--- src/mas_pkg.sv ---
package mas_pkg;
	// Channel indices in round-robin order
	localparam int NUM_CH = 7;
	localparam logic [2:0] CH_VIN = 3'h0;
	localparam logic [2:0] CH_IIN = 3'h1;
	localparam logic [2:0] CH_RAIL = 3'h2;
	localparam logic [2:0] CH_VBAT = 3'h3;
	localparam logic [2:0] CH_ICHG = 3'h4;
	localparam logic [2:0] CH_THERM = 3'h5;
	localparam logic [2:0] CH_AUX = 3'h6;
	// Register byte offsets
	localparam logic [7:0] OFS_CTRL = 8'h00;
	localparam logic [7:0] OFS_STAT = 8'h04;
	localparam logic [7:0] OFS_MASK = 8'h08;
	localparam logic [7:0] OFS_MODE = 8'h0C;
	localparam logic [7:0] OFS_RES0 = 8'h20;
	// Control fields
	localparam int CTRL_TRIG_BIT = 0;
	localparam int CTRL_RATE_LSB = 4;
	localparam logic [1:0] RATE_MANUAL = 2'h0;
	localparam logic [1:0] CTRL_RATE_RST = 2'h0;
	localparam logic [1:0] MASK_RST = 2'h3;
	// Status bits: done, trigger written while one still pending
	localparam int ST_DONE_BIT = 0;
	localparam int ST_SKIP_BIT = 1;
	// Timing
	localparam int CLK_HZ = 40000000;
	localparam int SWEEP_MS = 250;
	localparam int SWEEP_CYC = CLK_HZ / 1000 * SWEEP_MS;
	localparam int SLOT_CYC_DEF = SWEEP_CYC / NUM_CH;
	// Battery rates in ms for codes 1..3
	localparam int RATE1_MS = 1000;
	localparam int RATE2_MS = 60000;
	localparam int RATE3_MS = 1800000;
	// Scaling: full scale in mV / uA, charge fraction per mille
	localparam int FS_VOLT_MV = 6000;
	localparam int FS_LOWV_MV = 1200;
	localparam int FS_IIN_LO_UA = 375000;
	localparam int FS_IIN_HI_UA = 750000;
	localparam int INPUT_CURRENT_LIMIT_SPLIT_MA = 150;
	localparam int ICHG_DEN_PERMILLE = 800;
	localparam int RES_W = 16;
endpackage : mas_pkg

--- src/mas_sequencer.sv ---
// Operation
// - Sixteen-bit results for seven channels
// - Battery mode paces conversions by rate
// - Battery conversion done sets flag, interrupt
// - Low power keeps converter off
// - Supply present: continuous round robin
// - Each channel revisited every 250 ms
// - No done interrupt in continuous mode
// - Results readable any time
// - Voltage scaling full scales 6 and 1.2
// - Input current scale by limit
// - Charge current per mille of setting
//
// Local design decisions: the Wishbone slave port and the register offsets.
`timescale 1ns/1ps
module mas_sequencer
	import mas_pkg::*;
#(
	parameter int SLOT_CYC = SLOT_CYC_DEF,
	parameter int RATE1_CYC = CLK_HZ / 1000 * RATE1_MS,
	parameter longint RATE2_CYC = 64'(CLK_HZ) / 1000 * RATE2_MS,
	parameter longint RATE3_CYC = 64'(CLK_HZ) / 1000 * RATE3_MS
)(
	// Clock and reset
	input wire logic clk_i,
	input wire logic rst_i,
	// Wishbone slave
	input wire logic wb_cyc_i,
	input wire logic wb_stb_i,
	input wire logic wb_we_i,
	input wire logic [7:0] wb_adr_i,
	input wire logic [3:0] wb_sel_i,
	input wire logic [31:0] wb_dat_i,
	output logic [31:0] wb_dat_o,
	output logic wb_ack_o,
	// Power state pins
	input wire logic supply_present_i,
	input wire logic low_power_select_i,
	// Analog front end
	output logic conv_start_o,
	output logic [2:0] conv_ch_o,
	output logic adc_on_o,
	input wire logic conv_done_i,
	input wire logic [RES_W-1:0] conv_data_i,
	// Interrupt
	output logic irq_o
);
	typedef enum {MAS_IDLE, MAS_CONV} mas_state_t;
	mas_state_t state_r;
	logic [2:0] sup_sync_r, lp_sync_r;
	logic sup_r, lp_r;
	logic [1:0] rate_r, mask_r, stat_r;
	logic trig_r;
	// Wide enough for the slowest battery period
	logic [39:0] tmr_r, period;
	logic [2:0] ch_r;
	logic sweep_cont_r;
	logic [RES_W-1:0] res_r [NUM_CH];
	logic wb_req, rd_stat, irq_nxt;
	logic [7:0] idx;

	// Three-stage pin synchronisers, level after two agree
	always_ff @(posedge clk_i)
	begin
		sup_sync_r <= {sup_sync_r[1:0], supply_present_i};
		lp_sync_r <= {lp_sync_r[1:0], low_power_select_i};
		if (rst_i)
		begin
			sup_r <= 1'b0;
			lp_r <= 1'b0;
		end
		else
		begin
			if (sup_sync_r[2] == sup_sync_r[1])
				sup_r <= sup_sync_r[2];
			if (lp_sync_r[2] == lp_sync_r[1])
				lp_r <= lp_sync_r[2];
		end
	end

	assign wb_req = wb_cyc_i && wb_stb_i && !wb_ack_o;
	assign rd_stat = wb_req && !wb_we_i && wb_adr_i == OFS_STAT;
	assign idx = (wb_adr_i - OFS_RES0) >> 2;

	// Battery repetition period select
	always_comb
	begin
		case (rate_r)
			2'h1: period = 40'(RATE1_CYC);
			2'h2: period = 40'(RATE2_CYC);
			default: period = 40'(RATE3_CYC);
		endcase
	end

	// Control registers written by software
	always_ff @(posedge clk_i)
	begin
		if (rst_i)
		begin
			rate_r <= CTRL_RATE_RST;
			mask_r <= MASK_RST;
		end
		else if (wb_req && wb_we_i && wb_sel_i[0])
		begin
			if (wb_adr_i == OFS_CTRL)
				rate_r <= wb_dat_i[CTRL_RATE_LSB +: 2];
			if (wb_adr_i == OFS_MASK)
				mask_r <= wb_dat_i[1:0];
		end
	end

	// Sequencer: sweeps all channels, one per slot with supply present, back to back in battery mode
	always_ff @(posedge clk_i)
	begin
		if (rst_i)
		begin
			state_r <= MAS_IDLE;
			tmr_r <= '0;
			ch_r <= CH_VIN;
			trig_r <= 1'b0;
			sweep_cont_r <= 1'b0;
			conv_start_o <= 1'b0;
			conv_ch_o <= CH_VIN;
			adc_on_o <= 1'b0;
		end
		else
		begin
			conv_start_o <= 1'b0;
			if (wb_req && wb_we_i && wb_sel_i[0] && wb_adr_i == OFS_CTRL
				&& wb_dat_i[CTRL_TRIG_BIT])
				trig_r <= 1'b1;
			adc_on_o <= sup_r || lp_r;
			if (tmr_r != 0)
				tmr_r <= tmr_r - 40'h1;
			case (state_r)
				MAS_IDLE:
				begin
					if (sup_r && tmr_r == 0)
					begin
						state_r <= MAS_CONV;
						sweep_cont_r <= 1'b1;
						conv_start_o <= 1'b1;
						conv_ch_o <= ch_r;
						tmr_r <= 40'(SLOT_CYC - 1);
					end
					else if (!sup_r && lp_r && ch_r == CH_VIN &&
						(rate_r == RATE_MANUAL ? trig_r : tmr_r == 0))
					begin
						state_r <= MAS_CONV;
						sweep_cont_r <= 1'b0;
						trig_r <= 1'b0;
						conv_start_o <= 1'b1;
						conv_ch_o <= ch_r;
						tmr_r <= rate_r == RATE_MANUAL ? 40'h0 : period;
					end
					else if (!sup_r && lp_r && ch_r != CH_VIN)
					begin
						state_r <= MAS_CONV;
						conv_start_o <= 1'b1;
						conv_ch_o <= ch_r;
					end
					else if (!sup_r && !lp_r)
					begin
						ch_r <= CH_VIN;
						trig_r <= 1'b0;
					end
				end
				MAS_CONV:
				begin
					if (conv_done_i)
					begin
						state_r <= MAS_IDLE;
						ch_r <= ch_r == CH_AUX ? CH_VIN : ch_r + 3'h1;
					end
				end
				default: state_r <= MAS_IDLE;
			endcase
		end
	end

	always_ff @(posedge clk_i)
	begin
		if (rst_i)
		begin
			for (int i = 0; i < NUM_CH; i++)
				res_r[i] <= '0;
		end
		else if (state_r == MAS_CONV && conv_done_i)
			res_r[ch_r] <= conv_data_i;
	end

	// sticky status, read clears, set wins
	always_ff @(posedge clk_i)
	begin
		if (rst_i)
			stat_r <= '0;
		else
		begin
			if (rd_stat)
				stat_r <= '0;
			if (state_r == MAS_CONV && conv_done_i && ch_r == CH_AUX
				&& !sweep_cont_r)
				stat_r[ST_DONE_BIT] <= 1'b1;
			if (wb_req && wb_we_i && wb_sel_i[0] && wb_adr_i == OFS_CTRL
				&& wb_dat_i[CTRL_TRIG_BIT] && trig_r)
				stat_r[ST_SKIP_BIT] <= 1'b1;
		end
	end

	// Interrupt level from registered status
	assign irq_nxt = |(stat_r & ~mask_r);
	always_ff @(posedge clk_i)
	begin
		if (rst_i)
			irq_o <= 1'b0;
		else
			irq_o <= irq_nxt;
	end

	// bus read path, ack one cycle later
	always_ff @(posedge clk_i)
	begin
		if (rst_i)
		begin
			wb_ack_o <= 1'b0;
			wb_dat_o <= '0;
		end
		else
		begin
			wb_ack_o <= wb_req;
			wb_dat_o <= '0;
			if (wb_req && !wb_we_i)
			begin
				if (wb_adr_i == OFS_CTRL)
					wb_dat_o <= {26'h0, rate_r, 3'h0, trig_r};
				else if (wb_adr_i == OFS_STAT)
					wb_dat_o <= {30'h0, stat_r};
				else if (wb_adr_i == OFS_MASK)
					wb_dat_o <= {30'h0, mask_r};
				else if (wb_adr_i == OFS_MODE)
					wb_dat_o <= {29'h0, adc_on_o, lp_r, sup_r};
				else if (wb_adr_i >= OFS_RES0 && idx < 8'(NUM_CH))
					wb_dat_o <= {16'h0, res_r[idx[2:0]]};
			end
		end
	end

	chk_done_irq: assert property (@(posedge clk_i) disable iff (rst_i)
		$rose(stat_r[ST_DONE_BIT]) && !mask_r[0] |=> irq_o)
		else $error("done flag did not raise irq");
	// no done flag from continuous sweep
	chk_cont_quiet: assert property (@(posedge clk_i) disable iff (rst_i)
		sweep_cont_r && state_r == MAS_CONV && conv_done_i && !rd_stat
		|=> stat_r[ST_DONE_BIT] == $past(stat_r[ST_DONE_BIT]))
		else $error("done flag set in continuous mode");
	// no start while in low power
	chk_lp_off: assert property (@(posedge clk_i) disable iff (rst_i)
		!sup_r && !lp_r && state_r == MAS_IDLE |=> !conv_start_o)
		else $error("conversion in low power");
	chk_manual_trig: assert property (@(posedge clk_i) disable iff (rst_i)
		!sup_r && lp_r && rate_r == RATE_MANUAL && state_r == MAS_IDLE
		&& ch_r == CH_VIN && !trig_r |=> !conv_start_o)
		else $error("manual start without trigger");
	chk_res_whole: assert property (@(posedge clk_i) disable iff (rst_i)
		!(state_r == MAS_CONV && conv_done_i) |=> $stable(res_r[0]))
		else $error("result changed without capture");
	chk_bus_ack: assert property (@(posedge clk_i) disable iff (rst_i)
		wb_req |=> wb_ack_o ##1 !wb_ack_o)
		else $error("bus ack timing wrong");
	// continuous sweep starts when slot elapsed
	chk_cont_run: assert property (@(posedge clk_i) disable iff (rst_i)
		sup_r && state_r == MAS_IDLE && tmr_r == 0 |=> conv_start_o)
		else $error("continuous sweep stalled");
	chk_slot_gap: assert property (@(posedge clk_i) disable iff (rst_i)
		sup_r && conv_start_o && $past(state_r == MAS_IDLE)
		|-> tmr_r == 40'(SLOT_CYC - 1))
		else $error("slot spacing wrong");
endmodule : mas_sequencer

--- config.mk ---
export PLATFORM = sky130hd
export DESIGN_NAME = mas_sequencer
export DESIGN_NICKNAME = d
export VERILOG_FILES = /design/src/mas_pkg.sv /design/src/mas_sequencer.sv
export SDC_FILE = /design/constraint.sdc
export NUM_CORES = 1
export LEC_CHECK = 0
export ABC_AREA = 1
export ABC_CLOCK_PERIOD_IN_PS = 4200
export BUFFER_PORTS_ARGS = -buffer_cell sky130_fd_sc_hd__buf_2
export CAP_MARGIN = 20
export CORE_MARGIN = 2
export CORE_UTILIZATION = 41
export CTS_CLUSTER_DIAMETER = 80
export DETAILED_ROUTE_END_ITERATION = 6
export GPL_ROUTABILITY_DRIVEN = 0
export PLACE_DENSITY = 0.63
export SLEW_MARGIN = 30
export SYNTH_ARGS = -nofsm -noshare
export SYNTH_HDL_FRONTEND = slang
export SYNTH_SLANG_ARGS = --single-unit
export TNS_END_PERCENT = 1
--- constraint.sdc ---
create_clock -name clk_i -period 4.2 [get_ports clk_i]
set_clock_uncertainty 0.1 [all_clocks]
set_input_delay 0.84 -clock clk_i [delete_from_list [all_inputs] [get_ports clk_i]]
set_output_delay 0.84 -clock clk_i [all_outputs]
set_load 0.03 [all_outputs]
==> key figures <==
Outcome
  – Status: complete, no violations

Setup path
  – R2r worst-path depth: 7
  – Worst Path Max Fanout: 19
  – Crit. Startpoint: state_r[0]
  – FF-to-FF setup slack: about 1.7 ns
  – R2R Path End: res_r[6][8]
  – Worst R2R Start: state_r[0]
  – CP startpoint kind: register
  – Arrival time worst endpoint: 2.79 ns
  – CP endpoint: res_r[6][8]
  – Crit Path Class: reg2reg
  – Req. time, crit path: 4.54 ns
  – Crit end category: register

Synth
  – Average size of a mapped cell: approximately 8.8 µm²
  – Post-synth EDFFs: between 100 and 150
  – Seq/Total Area, Yosys: 55.9%
  – Mux contribution to synthesized area: 0%
  – Post-synth ARST share: 0%
  – Synth Area in XOR/XNOR: 2.56%
  – Ys flop type: edfxtp_1
  – Synth Warn #: 0
  – Synth Area in Compound Gates: between 10% and 20%
  – Mapped Area: 0.00957 mm²
  – Mapped Cells: 1,082
  – Post-synthesis simple-gate area fraction: a little under a quarter
  – Synth cell types: 42
  – Flop and latch count out of synthesis: roughly 210
  – Largest family of logic cells by synthesized area: simple AND/OR/NAND/NOR gates
  – Post-Synth Adder-Cell Area: 1.05%

Clock network
  – Clock Sinks: 211
  – Clock slew at reported path FFs: 0.06 ns
  – Gates resized, CTS repair: 0
  – Hold buffers post-CTS: 0
  – Post-CTS setup repair buffer count: 0
  – TritonCTS buffer count: 25
  – CTS max path bufs: 3
  – CTS tree: built
  – Clk_lat worst skew: 0.53 ns
  – Root buffer cell: clkbuf_16
  – H-tree depth: 1

Global routing
  – Number of global-route vias before repair: 7,364
  – First-pass GRT wire length: around 39,000 µm
  – Largest net degree at the start of global routing: 41
  – GRT Util Overall: 20.2%
  – Initial antenna violation count: 0
  – Grt ovf: 0

Run
  – Max-cap violations: 0

Placed design
  – Placed cells: 1,431
  – Dpl cell area: between 0.01 and 0.015 mm²
  – Dpl ws: 1.23 ns
  – Port Buffer Count: 59
  – DP Wirelength: 16,200 µm

Cells and area
  – Post-layout instance area: 0.0110 mm²
  – Area of the multi-input gates: around 0.0036 mm²
  – Commonest non-fill, non-tap cell in the layout: nor2_1
  – Area growth syn-to-layout: 15.0%
  – Layout cells sized above 1: a little over an eighth
  – Layout Nets: 1,221
  – Register area: 0.00535 mm²
  – ANT cells: 0
  – Most frequent cells in the layout: nor2_1 (232), nand2_1 (156), edfxtp_1 (112)
  – Fillers: 2,206
  – Cell Count, Final, Fillers Out: 1,476

Die
  – Starting Density: between 40 and 50%
  – Area of the core: about 0.023 mm²
  – Die area: approximately 0.025 mm²
  – Die H: 157 µm
  – IO Count: 107
  – Die Wd: between 150 and 200 µm
  – Row Count: 55

Timing
  – Slew @ Worst Pin: 0.968 ns
  – Final setup viols: 0
  – Unrepaired setup endpoints after global routing: false
  – Final slew viol count: 0
  – Fmax: between 0.4 and 0.5 GHz
  – Total Neg Setup Slack: 0 ns
  – Fin crit share: 58.5%
  – Rel. slew slack: ~35%
  – Fin. Hold Viols: 0
  – Setup WS post-layout: 1.74 ns
  – Tmin final: 2.46 ns

Worst hold path
  – Hold crit path type: reg2reg
  – Worst hold stages: 0

Power and ir drop
  – Total power: 6.21 mW
  – PwrDens: approximately 560 mW/mm²
  – Maximum VDD drop: 0.341 mV
  – Leakage: 4.58 nW

Route
  – WL/cell: 16.9 µm
  – Antenna-violating nets left: 0
  – Via density: 5.19
  – Iter 0 DRT Violations: 519
  – Pre-antenna DRT Iters: 5
  – DR vias: 7,658
  – DRC viols: 0
  – Final wirelength: 24,900 µm
layout make-up:
class	instances	share of cell area (%)
clock buffers	33	6.41
inverters	97	3.31
repair buffers	76	3.84
flip-flops and latches	211	48.6
multi-input cells	734	33.1
well taps	313	3.56
clock inverters	12	1.23
through the flow:
| stage | util (%) | hold WS [ns] |
|---|---|---|
| CTS | 48.3 | 0.230 |
| floorplan | - | 0.210 |
| detailed placement | 44.6 | 0.212 |
| global placement | 44.6 | 0.210 |
| finish | 48.3 | 0.230 |
| global route | 48.3 | 0.245 |
critical path, stage by stage, from the launching register on:
cell and delay [ns]:
dfxtp_1 0.40, nand2_1 0.13, nor2_1 0.20, inv_2 0.26
nor2_2 0.69, buf_4 0.34, nor2_1 0.06, a211oi_1 0.17
power breakdown:
| group | internal (mW) | switching (mW) |
|---|---|---|
| clock | 1.31 | 0.861 |
| combinational | 0.534 | 1.08 |
| sequential | 2.31 | 0.116 |
| total | 4.16 | 2.05 |
state kept, by name, summed over array words and instances, names as in the netlist, 2 cells and up:
name,cells
rate_r,2
tmr_r,40
res_r,128
lp_sync_r,3
ch_r,3
conv_ch_o,3
wb_dat_o,16
sup_sync_r,3
stat_r,2
mask_r,2
layer usage:
metal  vias to the layer above  GRT usage, %  part of all wire (%)
met5                         -             0                     0
met4                         0          5.81                   2.0
met3                        39          2.63                   5.3
met2                       226          34.4                    48
met1                      3652          26.9                    44
li1                       3741             -                     -
cells in the mapped netlist (2+ instances only):
cell type | instances | area, µm²
a211oi_1 | 17 | 128
a21oi_1 | 56 | 280
a22oi_1 | 33 | 248
a41oi_1 | 2 | 17.5
buf_1 | 6 | 22.5
buf_2 | 10 | 50.1
buf_4 | 17 | 128
buf_6 | 2 | 22.5
clkbuf_1 | 20 | 75.1
dfxtp_1 | 99 | 1980
edfxtp_1 | 112 | 3360
ha_1 | 8 | 100
inv_1 | 91 | 342
inv_2 | 5 | 18.8
nand2_1 | 156 | 586
nand2_2 | 5 | 31.3
nand3_1 | 51 | 255
nand4_1 | 23 | 144
nor2_1 | 234 | 878
nor2_2 | 9 | 56.3
nor2_4 | 3 | 33.8
nor3_1 | 26 | 130
nor4_1 | 3 | 18.8
o211ai_1 | 5 | 37.5
o21ai_0 | 18 | 90.1
o21ai_1 | 4 | 20.0
o22ai_1 | 12 | 75.1
o32ai_1 | 3 | 26.3
or2_2 | 13 | 81.3
xnor2_1 | 12 | 105
xor2_1 | 16 | 140
how the worst min path moves through the flow:
| stage | slack (ns) | from | to |
|---|---|---|---|
| after detailed placement | 0.21 | sup_sync_r[0] | sup_sync_r[1] |
| after CTS | 0.23 | sup_sync_r[0] | sup_sync_r[1] |
| final | 0.23 | sup_sync_r[0] | sup_sync_r[1] |
| after floorplan | 0.21 | lp_sync_r[0] | lp_sync_r[1] |
| after global placement | 0.21 | sup_sync_r[0] | sup_sync_r[1] |
| after global routing | 0.25 | sup_sync_r[0] | sup_sync_r[1] |
cells by family after synthesis:
kind of cell             after synthesis
AND/OR/NAND/NOR                      527
flip-flops                           211
other                                  1
adder cells (fa/ha/maj)                8
AO/OA/AOI/OAI                        155
XOR/XNOR                              28
buffers and inverters                152
Power figures use the tool's default switching activity.
